**config.mk**
```make
export PLATFORM = sky130hd
export DESIGN_NAME = drmcb_top
export DESIGN_NICKNAME = d
export VERILOG_FILES = /design/src/shared/drmcb_pkg.sv /design/src/rtl/drmcb_channel.sv /design/src/rtl/drmcb_hold_reg.sv /design/src/rtl/drmcb_top.sv
export SDC_FILE = /design/constraint.sdc
export NUM_CORES = 1
export LEC_CHECK = 0
export ABC_AREA = 0
export BUFFER_PORTS_ARGS = -buffer_cell sky130_fd_sc_hd__buf_2
export CAP_MARGIN = 5
export CELL_PAD_IN_SITES_DETAIL_PLACEMENT = 1
export CELL_PAD_IN_SITES_GLOBAL_PLACEMENT = 1
export CORE_MARGIN = 2
export CORE_UTILIZATION = 43
export DETAILED_ROUTE_END_ITERATION = 8
export GPL_TIMING_DRIVEN = 0
export PLACE_DENSITY_LB_ADDON = 0.1
export SLEW_MARGIN = 20
export SYNTH_ARGS = -nofsm -noshare
export SYNTH_HDL_FRONTEND = slang
export SYNTH_SLANG_ARGS = --single-unit
```
**constraint.sdc**
```tcl
create_clock -name SYS_CLK_I -period 2 [get_ports SYS_CLK_I]
set_input_delay 0.1 -clock SYS_CLK_I [delete_from_list [all_inputs] [get_ports SYS_CLK_I]]
set_output_delay 0.1 -clock SYS_CLK_I [all_outputs]
set_load 0.005 [all_outputs]
```
**src/shared/drmcb_pkg.sv**
```systemverilog
// package for the dual roller motor command block: register map, fields, codes
// assumes registers are reached by a plain synchronous word-write/read port
package drmcb_pkg;
  localparam logic [8:0] OFF_L_SPEED = 9'h028;
  localparam logic [8:0] OFF_L_ACCEL = 9'h02b;
  localparam logic [8:0] OFF_L_DECEL = 9'h02c;
  localparam logic [8:0] OFF_R_SPEED = 9'h040;
  localparam logic [8:0] OFF_R_ACCEL = 9'h043;
  localparam logic [8:0] OFF_R_DECEL = 9'h044;
  localparam logic [8:0] OFF_UP_STATUS = 9'h074;
  localparam logic [8:0] OFF_DN_STATUS = 9'h0c4;
  localparam logic [8:0] OFF_TRACK1 = 9'h0c9;
  localparam logic [8:0] OFF_TRACK2 = 9'h0ca;
  localparam logic [8:0] OFF_L_RUN = 9'h104;
  localparam logic [8:0] OFF_L_BRAKE = 9'h105;
  localparam logic [8:0] OFF_L_FOLLOW = 9'h106;
  localparam logic [8:0] OFF_R_RUN = 9'h10e;
  localparam logic [8:0] OFF_R_BRAKE = 9'h10f;
  localparam logic [8:0] OFF_R_FOLLOW = 9'h110;
  localparam int RUN_BIT = 0;
  localparam int DIR_BIT = 8;
  localparam logic [15:0] RUN_RESET = 16'h0000;
  localparam logic [15:0] BRAKE_RESET = 16'h0001;
  localparam logic [15:0] SPEED_RESET = 16'h0000;
  localparam logic [15:0] RAMP_RESET = 16'h0000;
  localparam logic [15:0] STATUS_RESET = 16'h0000;
  localparam logic [2:0] BRAKE_STANDARD = 3'h1;
  localparam logic [2:0] BRAKE_COAST = 3'h2;
  localparam logic [2:0] BRAKE_SERVO = 3'h3;
  localparam logic [2:0] BRAKE_TORQUE = 3'h4;
  localparam logic [15:0] DN_WAKE = 16'h0004;
  localparam logic [15:0] DN_DEPART = 16'h0001;
  localparam logic [15:0] UP_HOLD = 16'h0005;
  localparam logic [15:0] UP_RELEASE = 16'h0001;
  typedef enum logic [1:0] {
    DRMCB_FOLLOW_INDEP = 2'b00,
    DRMCB_FOLLOW_MIRROR = 2'b01,
    DRMCB_FOLLOW_OPPOSE = 2'b11
  } drmcb_follow_t;
endpackage
```
**src/rtl/drmcb_channel.sv**
```systemverilog
// per-channel command resolution: brake method and effective run/direction
// assumes the other channel's own run and direction are supplied
`timescale 1ns/1ps
module drmcb_channel (
  input wire logic SYS_CLK_I,
  input wire logic RSTN_I,
  input wire logic brake_we_i,
  input wire logic follow_we_i,
  input wire logic [15:0] wdata_i,
  input wire logic own_run_i,
  input wire logic own_dir_i,
  input wire logic other_run_i,
  input wire logic other_dir_i,
  output logic [15:0] brake_o,
  output logic [15:0] follow_o,
  output drmcb_pkg::drmcb_follow_t mode_o,
  output logic run_o,
  output logic dir_o
);
  always_ff @(posedge SYS_CLK_I) begin
    if (!RSTN_I) begin
      brake_o <= drmcb_pkg::BRAKE_RESET;
    end else if (brake_we_i && wdata_i >= 16'(drmcb_pkg::BRAKE_STANDARD)
                 && wdata_i <= 16'(drmcb_pkg::BRAKE_TORQUE)) begin
      brake_o <= wdata_i;
    end
  end

  always_ff @(posedge SYS_CLK_I) begin
    if (!RSTN_I) begin
      follow_o <= 16'h0001;
      mode_o <= drmcb_pkg::DRMCB_FOLLOW_INDEP;
    end else if (follow_we_i) begin
      case (wdata_i)
        16'h0001: begin
          follow_o <= wdata_i;
          mode_o <= drmcb_pkg::DRMCB_FOLLOW_INDEP;
        end
        16'h0002: begin
          follow_o <= wdata_i;
          mode_o <= drmcb_pkg::DRMCB_FOLLOW_MIRROR;
        end
        16'h0003: begin
          follow_o <= wdata_i;
          mode_o <= drmcb_pkg::DRMCB_FOLLOW_OPPOSE;
        end
        default: begin
          // zero and unknown codes leave pairing unchanged; see
        end
      endcase
    end
  end

  always_comb begin
    case (mode_o)
      drmcb_pkg::DRMCB_FOLLOW_MIRROR: begin
        run_o = other_run_i;
        dir_o = other_dir_i;
      end
      drmcb_pkg::DRMCB_FOLLOW_OPPOSE: begin
        run_o = other_run_i;
        dir_o = !other_dir_i;
      end
      default: begin
        run_o = own_run_i;
        dir_o = own_dir_i;
      end
    endcase
  end
endmodule

```
**src/rtl/drmcb_hold_reg.sv**
```systemverilog
// one 16-bit setting that keeps its last non-zero value when zero is written
// assumes a one-cycle write strobe synchronous to the clock
`timescale 1ns/1ps
module drmcb_hold_reg #(
  parameter logic [15:0] RESET_VALUE = 16'h0000
) (
  input wire logic SYS_CLK_I,
  input wire logic RSTN_I,
  input wire logic we_i,
  input wire logic [15:0] wdata_i,
  output logic [15:0] value_o
);
  always_ff @(posedge SYS_CLK_I) begin
    if (!RSTN_I) begin
      value_o <= RESET_VALUE;
    end else if (we_i && wdata_i != 16'h0000) begin
      value_o <= wdata_i;
    end
  end
endmodule

```
**src/rtl/drmcb_top.sv**
```systemverilog
// What this block does
// run register bit 0 runs/stops motor; bit 8 reverses configured direction
// brake codes 1..4: standard, coast, servo, continuous torque
// writing 0 to brake method keeps the previous method
// follow mode 0 ignored; 1 makes the channel independent
// follow mode 2 copies the other channel's run and direction
// follow mode 3 follows other run, opposite direction
// speed in mm/s for roller motor, rpm times ten for geared motor
// writing 0 to speed keeps the last non-zero speed
// ramps in mm for roller motor, motor pulses for geared motor
// controller writes acceleration 30 to 10000
// controller writes deceleration 0 to 10000
// writing 0 to a ramp keeps the last non-zero ramp
// downstream status 4 wakes the downstream module's first zone
// downstream status 1 hands off carton; neighbour takes tracking words
// upstream status 5 makes upstream discharge zone hold cartons
// upstream status 1 makes upstream discharge zone release cartons
// controller writes tracking words together with downstream status command
// tracking words are 16-bit values tied to the discharged carton
// motor port digital-output enable bit 15 overrides motor control
// run registers reset to stop
// file holds the top: register file for both channels and neighbour messages
// assumes a synchronous register port with word index addressing
`timescale 1ns/1ps
module drmcb_top (
  input wire logic SYS_CLK_I,
  input wire logic RSTN_I,
  input wire logic REG_WE_I,
  input wire logic [8:0] REG_ADDR_I,
  input wire logic [15:0] REG_WDATA_I,
  output logic [15:0] REG_RDATA_O,
  input wire logic L_PORT_DOUT_EN_I,
  input wire logic R_PORT_DOUT_EN_I,
  input wire logic GEARED_DRIVE_MOTOR_I,
  output logic L_RUN_O,
  output logic L_DIR_O,
  output logic [2:0] L_BRAKE_O,
  output logic [15:0] L_SPEED_O,
  output logic [15:0] L_ACCEL_O,
  output logic [15:0] L_DECEL_O,
  output logic R_RUN_O,
  output logic R_DIR_O,
  output logic [2:0] R_BRAKE_O,
  output logic [15:0] R_SPEED_O,
  output logic [15:0] R_ACCEL_O,
  output logic [15:0] R_DECEL_O,
  output logic SPEED_UNIT_RPM10_O,
  output logic RAMP_UNIT_PULSES_O,
  output logic DN_WAKE_O,
  output logic DN_DEPART_O,
  output logic [15:0] DN_TRACK1_O,
  output logic [15:0] DN_TRACK2_O,
  output logic UP_HOLD_O,
  output logic UP_RELEASE_O
);
  logic [15:0] l_run;
  logic [15:0] r_run;
  logic [15:0] up_status;
  logic [15:0] dn_status;
  logic [15:0] track1;
  logic [15:0] track2;
  logic [15:0] l_brake;
  logic [15:0] r_brake;
  logic [15:0] l_follow;
  logic [15:0] r_follow;
  logic [15:0] hold_val [6];
  logic l_run_eff;
  logic l_dir_eff;
  logic r_run_eff;
  logic r_dir_eff;

  localparam logic [8:0] HOLD_OFF [6] = '{drmcb_pkg::OFF_L_SPEED, drmcb_pkg::OFF_L_ACCEL,
    drmcb_pkg::OFF_L_DECEL, drmcb_pkg::OFF_R_SPEED, drmcb_pkg::OFF_R_ACCEL,
    drmcb_pkg::OFF_R_DECEL};

  function automatic logic hit(input logic [8:0] off);
    hit = REG_WE_I && (REG_ADDR_I == off);
  endfunction

  // speed and ramp settings all share the keep-last-non-zero behaviour
  for (genvar i = 0; i < 6; i++) begin : g_hold
    drmcb_hold_reg #(
      .RESET_VALUE(i % 3 == 0 ? drmcb_pkg::SPEED_RESET : drmcb_pkg::RAMP_RESET)
    ) u_hold (
      .SYS_CLK_I(SYS_CLK_I),
      .RSTN_I(RSTN_I),
      .we_i(hit(HOLD_OFF[i])),
      .wdata_i(REG_WDATA_I),
      .value_o(hold_val[i])
    );
  end

  always_ff @(posedge SYS_CLK_I) begin
    if (!RSTN_I) begin
      l_run <= drmcb_pkg::RUN_RESET;
      r_run <= drmcb_pkg::RUN_RESET;
    end else begin
      if (hit(drmcb_pkg::OFF_L_RUN)) begin
        l_run <= REG_WDATA_I;
      end
      if (hit(drmcb_pkg::OFF_R_RUN)) begin
        r_run <= REG_WDATA_I;
      end
    end
  end

  // status words are commands that stand until rewritten; ranges are not
  // checked because the controller owns them
  always_ff @(posedge SYS_CLK_I) begin
    if (!RSTN_I) begin
      up_status <= drmcb_pkg::STATUS_RESET;
      dn_status <= drmcb_pkg::STATUS_RESET;
      track1 <= 16'h0000;
      track2 <= 16'h0000;
    end else begin
      if (hit(drmcb_pkg::OFF_UP_STATUS)) begin
        up_status <= REG_WDATA_I;
      end
      if (hit(drmcb_pkg::OFF_DN_STATUS)) begin
        dn_status <= REG_WDATA_I;
      end
      if (hit(drmcb_pkg::OFF_TRACK1)) begin
        track1 <= REG_WDATA_I;
      end
      if (hit(drmcb_pkg::OFF_TRACK2)) begin
        track2 <= REG_WDATA_I;
      end
    end
  end

  drmcb_channel u_left (
    .SYS_CLK_I(SYS_CLK_I),
    .RSTN_I(RSTN_I),
    .brake_we_i(hit(drmcb_pkg::OFF_L_BRAKE)),
    .follow_we_i(hit(drmcb_pkg::OFF_L_FOLLOW)),
    .wdata_i(REG_WDATA_I),
    .own_run_i(l_run[drmcb_pkg::RUN_BIT]),
    .own_dir_i(l_run[drmcb_pkg::DIR_BIT]),
    .other_run_i(r_run[drmcb_pkg::RUN_BIT]),
    .other_dir_i(r_run[drmcb_pkg::DIR_BIT]),
    .brake_o(l_brake),
    .follow_o(l_follow),
    .mode_o(),
    .run_o(l_run_eff),
    .dir_o(l_dir_eff)
  );

  // followers copy the other channel's own register, so two followers never loop
  drmcb_channel u_right (
    .SYS_CLK_I(SYS_CLK_I),
    .RSTN_I(RSTN_I),
    .brake_we_i(hit(drmcb_pkg::OFF_R_BRAKE)),
    .follow_we_i(hit(drmcb_pkg::OFF_R_FOLLOW)),
    .wdata_i(REG_WDATA_I),
    .own_run_i(r_run[drmcb_pkg::RUN_BIT]),
    .own_dir_i(r_run[drmcb_pkg::DIR_BIT]),
    .other_run_i(l_run[drmcb_pkg::RUN_BIT]),
    .other_dir_i(l_run[drmcb_pkg::DIR_BIT]),
    .brake_o(r_brake),
    .follow_o(r_follow),
    .mode_o(),
    .run_o(r_run_eff),
    .dir_o(r_dir_eff)
  );

  // data outputs registered; a port in digital-output use sees no motor run from the edge after its enable rises
  always_ff @(posedge SYS_CLK_I) begin
    if (!RSTN_I) begin
      L_RUN_O <= 1'b0;
      L_DIR_O <= 1'b0;
      R_RUN_O <= 1'b0;
      R_DIR_O <= 1'b0;
      L_BRAKE_O <= drmcb_pkg::BRAKE_STANDARD;
      R_BRAKE_O <= drmcb_pkg::BRAKE_STANDARD;
    end else begin
      L_RUN_O <= l_run_eff && !L_PORT_DOUT_EN_I;
      L_DIR_O <= l_dir_eff;
      R_RUN_O <= r_run_eff && !R_PORT_DOUT_EN_I;
      R_DIR_O <= r_dir_eff;
      L_BRAKE_O <= l_brake[2:0];
      R_BRAKE_O <= r_brake[2:0];
    end
  end

  assign L_SPEED_O = hold_val[0];
  assign L_ACCEL_O = hold_val[1];
  assign L_DECEL_O = hold_val[2];
  assign R_SPEED_O = hold_val[3];
  assign R_ACCEL_O = hold_val[4];
  assign R_DECEL_O = hold_val[5];

  always_ff @(posedge SYS_CLK_I) begin
    if (!RSTN_I) begin
      SPEED_UNIT_RPM10_O <= 1'b0;
      RAMP_UNIT_PULSES_O <= 1'b0;
      DN_WAKE_O <= 1'b0;
      DN_DEPART_O <= 1'b0;
      UP_HOLD_O <= 1'b0;
      UP_RELEASE_O <= 1'b0;
      DN_TRACK1_O <= 16'h0000;
      DN_TRACK2_O <= 16'h0000;
    end else begin
      SPEED_UNIT_RPM10_O <= GEARED_DRIVE_MOTOR_I;
      RAMP_UNIT_PULSES_O <= GEARED_DRIVE_MOTOR_I;
      DN_WAKE_O <= dn_status == drmcb_pkg::DN_WAKE;
      DN_DEPART_O <= dn_status == drmcb_pkg::DN_DEPART;
      UP_HOLD_O <= up_status == drmcb_pkg::UP_HOLD;
      UP_RELEASE_O <= up_status == drmcb_pkg::UP_RELEASE;
      DN_TRACK1_O <= track1;
      DN_TRACK2_O <= track2;
    end
  end

  always_comb begin
    case (REG_ADDR_I)
      drmcb_pkg::OFF_L_SPEED: REG_RDATA_O = hold_val[0];
      drmcb_pkg::OFF_L_ACCEL: REG_RDATA_O = hold_val[1];
      drmcb_pkg::OFF_L_DECEL: REG_RDATA_O = hold_val[2];
      drmcb_pkg::OFF_R_SPEED: REG_RDATA_O = hold_val[3];
      drmcb_pkg::OFF_R_ACCEL: REG_RDATA_O = hold_val[4];
      drmcb_pkg::OFF_R_DECEL: REG_RDATA_O = hold_val[5];
      drmcb_pkg::OFF_UP_STATUS: REG_RDATA_O = up_status;
      drmcb_pkg::OFF_DN_STATUS: REG_RDATA_O = dn_status;
      drmcb_pkg::OFF_TRACK1: REG_RDATA_O = track1;
      drmcb_pkg::OFF_TRACK2: REG_RDATA_O = track2;
      drmcb_pkg::OFF_L_RUN: REG_RDATA_O = l_run;
      drmcb_pkg::OFF_L_BRAKE: REG_RDATA_O = l_brake;
      drmcb_pkg::OFF_L_FOLLOW: REG_RDATA_O = l_follow;
      drmcb_pkg::OFF_R_RUN: REG_RDATA_O = r_run;
      drmcb_pkg::OFF_R_BRAKE: REG_RDATA_O = r_brake;
      drmcb_pkg::OFF_R_FOLLOW: REG_RDATA_O = r_follow;
      default: REG_RDATA_O = 16'h0000;
    endcase
  end
endmodule

```
==> results.ini, run 1 <==
[clock_tree]
tritoncts = yes
cts_buffer_depth = 3
path_clk_slew_ps = 60
numCtsBuffers = 35
cts_sinks = 307
htree_levels = 2
cts_root_buf = clkbuf_16
clock_latency_ps = 510

[floorplanning]
die_x_microns = 176.1
num_rows = 63
coreArea_sq_um = 29400
ios = 191
die-area_sq_um = 31030
die_y_microns = 176.1
start_util_pct = 43.34

[logic_synthesis]
yosysSeqAreaShare_pct = 48.23
synth-xor-area-share_pct = 0.1375
synth_compound_area_share_pct = 17.64
yosys_warnings = 0
synth_top_family_by_area = simple AND/OR/NAND/NOR gates
synthAdderAreaFrac_pct = 0
yosys_register_bits = 307
synth_edf_count = 0
synth_cell_types = 64
ys.flop_type = dfxtp_1
synth.mux.area_fraction_pct = 5.047
post_synth_and_or_nand_nor_area_fraction_pct = 23.92
syn-num-nets = 1427
netlist_instances = 1396
avgSynthCellArea_sq_um = 9.128
synth_area_sq_um = 12740
ys_async_sr_fraction_pct = 0

[place]
dp_slack_ps = -1098
place_inst = 1960
gp_congestion = 1.030
portBuffers = 174
placed_cell_area_sq_um = 14100
hpwlAfterDp_mm = 41.74

[drt]
wl_mm = 57.21
vias = 12390
drtIter0Drc = 1242
drc = 0
postRouteAntennaNets = 0
dr.pass1.iters = 6
wl_per_cell_microns = 27.95
post_drt_via_cell_ratio = 6.052

[final_layout]
fin_area_sq_um = 16200
layout-drive-gt1-share_pct = 27.84
fin_cells = 2047
nets = 1664
synthToLayoutAreaGrowth_pct = 27.14
postLayoutCoreUtil_pct = 55.10

[grt]
grt_usage_pct = 36.02
overflow = 0
antenna_found_initial = 1
grt_pass1_wl_mm = 81.73
grt_max_degree = 16
grt_pass1_vias = 12200

[worst_setup_path]
arrival_ps = 2140
critPathCaptureType = output port
critPathKind = reg2out
rr_worst_depth = 3
critPathRequiredTime_ps = 1900
worst-path-max-fanout = 3
start_kind = register
reg2reg_to = DN_WAKE_O
regToRegSetupSlack_ps = 800
worstReg2RegStart = dn_status[8]

[sta]
max_freq_mhz = 446.5
relSlewSlack_pct = 40.29
grt_setup_unrepaired = yes
worst_slew_pin_slew_ps = 895.6
layout_min_cycle_time_ps = 2239
slew_violations = 0
finalHoldViolations = 0
worst_slack_ps = -239.5
setup_violations = 9
skew_ps = 5.873
finalCritPeriodShare_pct = 112.0
tns_ps = -1043

[power]
power_frac_comb_pct = 5.6
p_clk_share_pct = 49.0
p_leak_nw = 6.435
seq_power_share_pct = 45.4
p_int_mw = 10.32
p_sw_share_pct = 23.48
p_sw_mw = 3.167
cellPowerDensity_nw_per_um2 = 832.5
vdd_drop_max_mv = 0.4608

[outcome]
violations = negative setup slack
status = finished, violations left

[worst_hold_path]
whs_path_depth = 3
hold_path_end = dn_status[7]
min_from = REG_WDATA_I[7]
min_path_type = in2reg

[job]
maxCapViolations = 0

[kinds of logic after synthesis]
kind of cell | after synthesis
AO/OA/AOI/OAI | 325
flip-flops | 307
AND/OR/NAND/NOR | 559
multiplexers | 64
XOR/XNOR | 2
buffers and inverters | 139
[cells in the final DEF, fill, tap and decap left out, types with 5 or more instances in the layout]
| master | netlist | layout |
|---|---|---|
| nor4_1 | 6 | 6 |
| buf_4 | 5 | 39 |
| o2bb2ai_1 | 9 | 8 |
| clkbuf_4 | 0 | 7 |
| clkbuf_1 | 68 | 49 |
| nand2_1 | 147 | 145 |
| buf_1 | 5 | 5 |
| o21ai_1 | 90 | 95 |
| clkbuf_2 | 0 | 14 |
| a21boi_0 | 12 | 12 |
| inv_1 | 6 | 6 |
| buf_2 | 50 | 209 |
| a21boi_2 | 10 | 10 |
| a221oi_1 | 23 | 14 |
| nor2_1 | 30 | 26 |
| o22ai_2 | 0 | 6 |
| nand4_1 | 9 | 9 |
| clkbuf_16 | 0 | 39 |
| a22o_1 | 9 | 9 |
| nor4_4 | 5 | 5 |
| a21boi_1 | 58 | 58 |
| dfxtp_1 | 307 | 303 |
| dlygate4sd3_1 | 0 | 5 |
| nand2_2 | 11 | 12 |
| a221oi_2 | 0 | 6 |
| and2_1 | 64 | 63 |
| nand3_1 | 177 | 172 |
| a21oi_2 | 0 | 6 |
| and3_1 | 39 | 39 |
| a21oi_1 | 13 | 7 |
| a22oi_1 | 37 | 18 |
| o21ai_0 | 24 | 19 |
| clkbuf_8 | 0 | 8 |
| nor2b_1 | 22 | 21 |
| nor3b_1 | 5 | 5 |
| mux2i_1 | 62 | 58 |
| a22oi_2 | 0 | 19 |
| buf_6 | 5 | 7 |
[registers in the layout (all words and copies together) (netlist names), 2 cells and up]
name	flops
up_status	16
track2	16
u_right.mode_o	2
r_run	16
R_BRAKE_O	3
dn_status	16
track1	16
u_left.mode_o	2
u_right.brake_o	16
L_BRAKE_O	3
u_left.follow_o	16
DN_TRACK1_O	16
u_right.follow_o	16
DN_TRACK2_O	16
g_hold.u_hold.value_o	96
l_run	16
u_left.brake_o	16
[power groups by stage]
stage                     Clock (mW)  Combinational (mW)  Sequential (mW)
after detailed placement           0               0.630             6.26
after global placement             0               0.628             6.26
after floorplan                    0               0.339             6.26
after CTS                       6.65               0.705             6.12
final                           6.61               0.754             6.12
after global routing            6.89               0.770             6.12
[synth_stat cells, types with 5 or more instances]
| library cell | instances | area [sq um] |
|---|---|---|
| dfxtp_1 | 307 | 6146 |
| nand3_1 | 177 | 885.9 |
| nand2_1 | 147 | 551.8 |
| o21ai_1 | 90 | 450.4 |
| clkbuf_1 | 68 | 255.2 |
| and2_1 | 64 | 400.4 |
| mux2i_1 | 62 | 620.6 |
| a21boi_1 | 58 | 435.4 |
| buf_2 | 50 | 250.2 |
| and3_1 | 39 | 244.0 |
| a22oi_1 | 37 | 277.8 |
| nor2_1 | 30 | 112.6 |
| o21ai_0 | 24 | 120.1 |
| a221oi_1 | 23 | 201.4 |
| nor2b_1 | 22 | 137.6 |
| a21oi_1 | 13 | 65.06 |
| a21boi_0 | 12 | 90.09 |
| nand2_2 | 11 | 68.82 |
| a21boi_2 | 10 | 112.6 |
| o22ai_1 | 10 | 62.56 |
| a22o_1 | 9 | 78.83 |
| nand4_1 | 9 | 56.30 |
| o2bb2ai_1 | 9 | 78.83 |
| a211oi_1 | 6 | 45.04 |
| inv_1 | 6 | 22.52 |
| nor4_1 | 6 | 37.54 |
| buf_1 | 5 | 18.77 |
| buf_4 | 5 | 37.54 |
| buf_6 | 5 | 56.30 |
| nor3b_1 | 5 | 37.54 |
| nor4_4 | 5 | 106.4 |
| nor4b_1 | 5 | 43.79 |
[per-stage QoR]
stage	total power, mW	hold WS (ps)
5_1_grt	13.78	13.07
6_report	13.49	18.30
3_5_place_dp	6.887	279.4
3_3_place_gp	6.884	269.9
2_1_floorplan	6.595	176.1
4_1_cts	13.48	0.7634
[layout make-up]
cell class / count / area [sq um]
Fill cell: 3399 / 13200
Clock buffer: 50 / 1035
Inverter: 6 / 22.52
Multi-Input combinational cell: 950 / 6501
Tap cell: 390 / 488.0
Clock inverter: 10 / 141.4
Buffer: 130 / 753.2
Timing Repair Buffer: 203 / 1106
Sequential cell: 307 / 6151
Antenna cell: 1 / 2.502
[how the worst max path moves through the flow]
stage                                  from                   to  slack [ps]  cells after the start
3_3_place_gp                  REG_ADDR_I[0]       REG_RDATA_O[5]       -1080                     10
4_1_cts                  u_left.follow_o[2]       REG_RDATA_O[2]        -180                      6
3_5_place_dp                  REG_ADDR_I[0]       REG_RDATA_O[5]       -1100                     10
5_1_grt                            l_run[2]       REG_RDATA_O[2]        -250                      6
2_1_floorplan                 REG_ADDR_I[5]  u_left.follow_o[10]         270                      7
6_report       g_hold[5].u_hold.value_o[11]      REG_RDATA_O[11]        -240                      6
[worst max-delay path, cell delays in order, from the launching register on]
cell	delay (ps)
dfxtp_2	350
mux2_4	300
nand3_4	120
o311ai_4	120
a211oi_4	440
nand3_1	140
buf_2	160
[layer usage]
layer / vias up / wire length (microns) / share of wire (%) / GRT usage, %
li1: 5471 / - / - / -
met1: 6150 / 23490 / 41 / 46.44
met2: 607 / 25380 / 44 / 56.37
met3: 161 / 4866 / 8.5 / 7.881
met4: 0 / 3473 / 6.1 / 19.42
met5: - / 0 / 0 / 0
[repair_timing]
item                                    4_1_cts  5_1_grt
endpoints found under the setup margin       17      101
hold endpoints to repair                      4        1
hold buffers                                  4        1
pin swaps                                    22       23
gates resized for setup                     117       59
buffers inserted                             18        6
No activity file was read; power rests on OpenSTA's default activity.
==> run 2, diff against run 1 <==
- CELL_PAD_IN_SITES_DETAIL_PLACEMENT: 1 -> 0
- CORE_UTILIZATION: 43 -> 47
- clock period: 2 -> 2.6 ns (I/O delays scaled with it)
==> run 2 against run 1 <==
The run still ends with negative setup slack left. Sequential cell count unchanged. Largest cell class is now flip-flops and latches. Sequential share of layout area up 2.0 points. First-iteration DRC count up 10%. Global-route usage about the same. Die area down 8.3%. Critical path depth up 1. Via count down 2.1%. Cell area down 5.0%.
==> results.ini, run 2 (same netlist as run 1, synthesis figures left out) <==
[final_layout]
fin_cells = 1983
largest_reg_flops = 96
nets = 1647
final_cell_mix = dfxtp_1, buf_2, nand3_1
fillers = 2449
synthToLayoutAreaGrowth_pct = 20.75
layout-drive-gt1-share_pct = 21.27
top_register = g_hold.u_hold.value_o
final_common_cell = dfxtp_1

[clock_tree]
tritoncts = yes
cts_setup_buffers = 0
htree_levels = 1
cts_buffer_depth = 3
cts_sinks = 307
cts_root_buf = clkbuf_16
numCtsBuffers = 31
clock_latency_ps = 580
path_clk_slew_ps = 60

[grt]
grt_pass1_wl_mm = 75.71
grt_usage_pct = 35.99
overflow = 0
grt_pass1_vias = 11250
grt_max_degree = 16
antenna_found_initial = 2

[worst_setup_path]
critPathRequiredTime_ps = 2470
crit_buf_inv = 3
worstReg2RegStart = dn_status[8]
crit_top_cell = buf_2
cp_slowest_cell = clkbuf_1
cpLargestDelayFamily = buffers and inverters
regToRegSetupSlack_ps = 1410
start_kind = input port
worstPathCellList = buf_2, clkbuf_1, mux2i_1, nor3_1, a221oi_1, nand3_1, buf_2
worst-path-max-fanout = 12
reg2reg_to = DN_WAKE_O
cpPeakStageDelay_ps = 650
rr_worst_depth = 3
arrival_ps = 2490
critPathKind = in2out
critPathCaptureType = output port

[place]
place_inst = 1911
hpwlAfterDp_mm = 38.92
dp_slack_ps = -503.9
portBuffers = 174
gp_congestion = 1.001

[floorplanning]
ios = 191
num_rows = 60
coreArea_sq_um = 26800
start_util_pct = 47.54
die-area_sq_um = 28440
die_y_microns = 168.7
die_x_microns = 168.7

[drt]
wl_per_cell_microns = 26.48
postRouteAntennaNets = 0
drtIter0Drc = 1372
post_drt_via_cell_ratio = 6.118
wl_mm = 52.52
dr.pass1.iters = 7
drc = 0
vias = 12130

[power]
vdd_drop_max_mv = 0.4600
p_total_mw = 10.16
cellPowerDensity_nw_per_um2 = 660.1
p_leak_nw = 6.072

[outcome]
status = finished, violations left
violations = negative setup slack

[sta]
worst_slew_pin_slew_ps = 920.3
whs_ps = 108.8
max_freq_mhz = 381.9
finalCritPeriodShare_pct = 100.7
relSlewSlack_pct = 38.65
setup_violations = 1
skew_ps = 13.01
grt_setup_unrepaired = no
slew_violations = 0
layout_min_cycle_time_ps = 2619
finalHoldViolations = 0
worst_slack_ps = -18.81

[worst_hold_path]
min_path_type = in2reg
min_from = REG_WDATA_I[2]
hold_path_end = u_left.mode_o[0]
whs_path_depth = 4

[job]
maxCapViolations = 0

-- run 2: how the worst max path moves through the flow --
stage	startpoint	cells past startpoint	end
after floorplan	REG_ADDR_I[5]	7	u_left.follow_o[10]
after global placement	REG_ADDR_I[0]	10	REG_RDATA_O[5]
after detailed placement	REG_ADDR_I[0]	10	REG_RDATA_O[2]
after CTS	REG_ADDR_I[7]	8	REG_RDATA_O[2]
after global routing	REG_ADDR_I[2]	9	REG_RDATA_O[9]
final	REG_ADDR_I[0]	7	REG_RDATA_O[0]
-- run 2: through the flow --
| step | cell area (sq um) | util, % | TNS [ps] |
|---|---|---|---|
| floorplan | 12740 | - | 0 |
| global placement | 14040 | 52.39 | -4884 |
| detailed placement | 14040 | 52.39 | -3899 |
| CTS | 15360 | 57.31 | 0 |
| global route | 15380 | 57.40 | 0 |
| finish | 15390 | 57.41 | -18.81 |
-- run 2: area by class of cell --
cell class	instances	area [sq um]	share of cell area (%)
sequential	307	6146	39.94
multi-input combinational	950	6027	39.17
timing repair buffer	189	1021	6.636
clock buffer	49	943.4	6.132
buffer	131	623.1	4.050
tap	341	426.7	2.773
clock inverter	9	173.9	1.130
inverter	6	22.52	0.1464
antenna	1	2.502	0.01626
-- run 2: timing repair --
action | CTS | global route
pin swaps | 1 | 3
gates cloned | 0 | 0
endpoints found under the hold margin | 39 | 0
gates resized for setup | 14 | 11
hold buffers | 15 | 0
setup endpoints to repair | 16 | 8
-- run 2: per-layer routing --
layer | vias up | wire [microns] | global-route usage, %
met4 | 2 | 3246 | 19.15
met2 | 695 | 22320 | 54.03
li1 | 5434 | - | -
met3 | 147 | 4964 | 7.295
met1 | 5854 | 21980 | 48.93
met5 | - | 11 | 0
-- run 2: where the power goes --
part	internal (mW)	switching (mW)
clock	2.97	1.96
combinational	0.129	0.390
sequential	4.70	0.00247
-- run 2: worst register-to-register path, stage by stage, from the launching register on --
cell and delay, ps:
dfxtp_1 350, nor4_1 300, nand4_1 220, nor3b_1 230
==> run 3, diff against run 2 <==
- CELL_PAD_IN_SITES_GLOBAL_PLACEMENT: 1 -> 2
- CORE_UTILIZATION: 47 -> 38
==> run 3 against run 2 <==
The run still ends with negative setup slack left. Core utilization is 11 points lower. Critical path depth is 1 higher. Via count is 1.9% lower. Clock-buffer cell count stayed put. Final cell count is 5.1% higher. Sequential cell count stayed put. Maximum frequency is 0.24% higher. Register-to-register slack hardly changed. Total power is 3.8% higher. Critical endpoint is now REG_RDATA_O[7].
==> results.ini, run 3 (same netlist as run 1, synthesis figures left out) <==
[outcome]
status = finished, violations left
violations = negative setup slack

[power]
p_leak_nw = 6.112
vdd_drop_max_mv = 0.3875
cellPowerDensity_nw_per_um2 = 677.0
p_total_mw = 10.54

[sta]
finalHoldViolations = 0
whs_ps = 34.75
setup_violations = 1
layout_min_cycle_time_ps = 2613
max_freq_mhz = 382.8
relSlewSlack_pct = 36.00
worst_slew_pin_slew_ps = 959.9
finalCritPeriodShare_pct = 100.5
worst_slack_ps = -12.54
slew_violations = 0
tns_ps = -12.54
skew_ps = 13.15

[worst_setup_path]
critPathRequiredTime_ps = 2470
critPathKind = in2out
worstReg2RegStart = dn_status[4]
arrival_ps = 2480
worst-path-max-fanout = 10
crit_top_cell = buf_2
cpPeakStageDelay_ps = 560
reg2reg_to = DN_WAKE_O
regToRegSetupSlack_ps = 1400
worstPathCellList = buf_2, buf_2, nand4bb_1, nor3_2, buf_2, a22oi_1, nand3_1, buf_2
critPathCaptureType = output port
cp_slowest_cell = nor3_2
cpLargestDelayFamily = simple AND/OR/NAND/NOR gates
start_kind = input port
crit_buf_inv = 4
rr_worst_depth = 3

[floorplanning]
die_x_microns = 187.1
coreArea_sq_um = 33280
die_y_microns = 187.1
num_rows = 67
ios = 191
die-area_sq_um = 35010
start_util_pct = 38.29

[grt]
overflow = 0
grt_pass1_wl_mm = 80.80
grt_max_degree = 15
grt_pass1_vias = 11250
antenna_found_initial = 1
grt_usage_pct = 31.42

[final_layout]
final_cell_mix = dfxtp_1, buf_2, nand3_1
largest_reg_flops = 96
antenna_cells = 0
synthToLayoutAreaGrowth_pct = 22.22
layout-drive-gt1-share_pct = 22.31
seqCellArea_sq_um = 6146
top_register = g_hold.u_hold.value_o
postLayoutCoreUtil_pct = 46.79
final_common_cell = dfxtp_1
multi_input_area_sq_um = 6063
nets = 1641
fillers = 3367

[drt]
dr.pass1.iters = 5
drc = 0
wl_per_cell_microns = 26.89
vias = 11910
drtIter0Drc = 1184
wl_mm = 56.05
post_drt_via_cell_ratio = 5.714
postRouteAntennaNets = 0

[clock_tree]
htree_levels = 2
numCtsBuffers = 36
cts_sinks = 307
cts_root_buf = clkbuf_16
cts_buffer_depth = 3
path_clk_slew_ps = 60
tritoncts = yes
cts_setup_buffers = 0
clock_latency_ps = 520

[place]
dp_slack_ps = -567.4
hpwlAfterDp_mm = 42.08
portBuffers = 174
gp_congestion = 0.9650

[worst_hold_path]
whs_path_depth = 3
hold_path_end = dn_status[8]
min_from = REG_WDATA_I[8]
min_path_type = in2reg

[job]
maxCapViolations = 0

[run 3: timing repair]
action                                 in CTS  in global routing
pin swaps                                   0                  2
endpoints found under the hold margin       3                  0
setup endpoints to repair                  16                 13
hold buffers                                3                  0
resized for setup                          18                 17
gates cloned                                0                  0
[run 3: layout make-up]
cell class                 instances  share of cell area [%]
buffer                           132                   4.081
clock buffer                      49                   6.749
clock inverter                    15                   1.245
inverter                           6                  0.1446
multi-input combinational        950                   38.93
sequential                       307                   39.46
tap                              448                   3.599
timing repair buffer             177                   5.785
[run 3: power breakdown]
part	internal (mW)	switching [mW]
Sequential	4.71	0.00255
Clock	3.24	2.07
Combinational	0.119	0.401
Total	8.06	2.48
[run 3: per-layer routing]
layer | share of wire, % | up-vias | global-route usage (%)
li1 | - | 5411 | -
met3 | 7.1 | 101 | 4.465
met4 | 3.7 | 0 | 11.32
met1 | 44 | 5826 | 43.62
met5 | 0 | - | 0
met2 | 45 | 569 | 49.86
[run 3: how the worst max path moves through the flow]
stage                             start                   to  slack (ps)  cells past startpoint
after floorplan           REG_ADDR_I[5]  u_left.follow_o[10]         840                      7
after global placement    REG_ADDR_I[0]       REG_RDATA_O[2]        -570                     10
after detailed placement  REG_ADDR_I[0]       REG_RDATA_O[2]        -570                      8
after CTS                 REG_ADDR_I[0]       REG_RDATA_O[0]         -20                     10
after global routing      REG_ADDR_I[6]       REG_RDATA_O[7]         -10                      8
final                     REG_ADDR_I[6]       REG_RDATA_O[7]         -10                      8
[run 3: worst min-delay path, cell delays in order]
cell,delay [ps]
buf_2,220
nand2_1,100
a21boi_1,60
[run 3: stage by stage]
step / area [sq um] / cells
floorplan: 12740 / 1396
global placement: 14170 / 2018
detailed placement: 14170 / 2018
CTS: 15510 / 2085
global route: 15570 / 2084
finish: 15570 / 2084
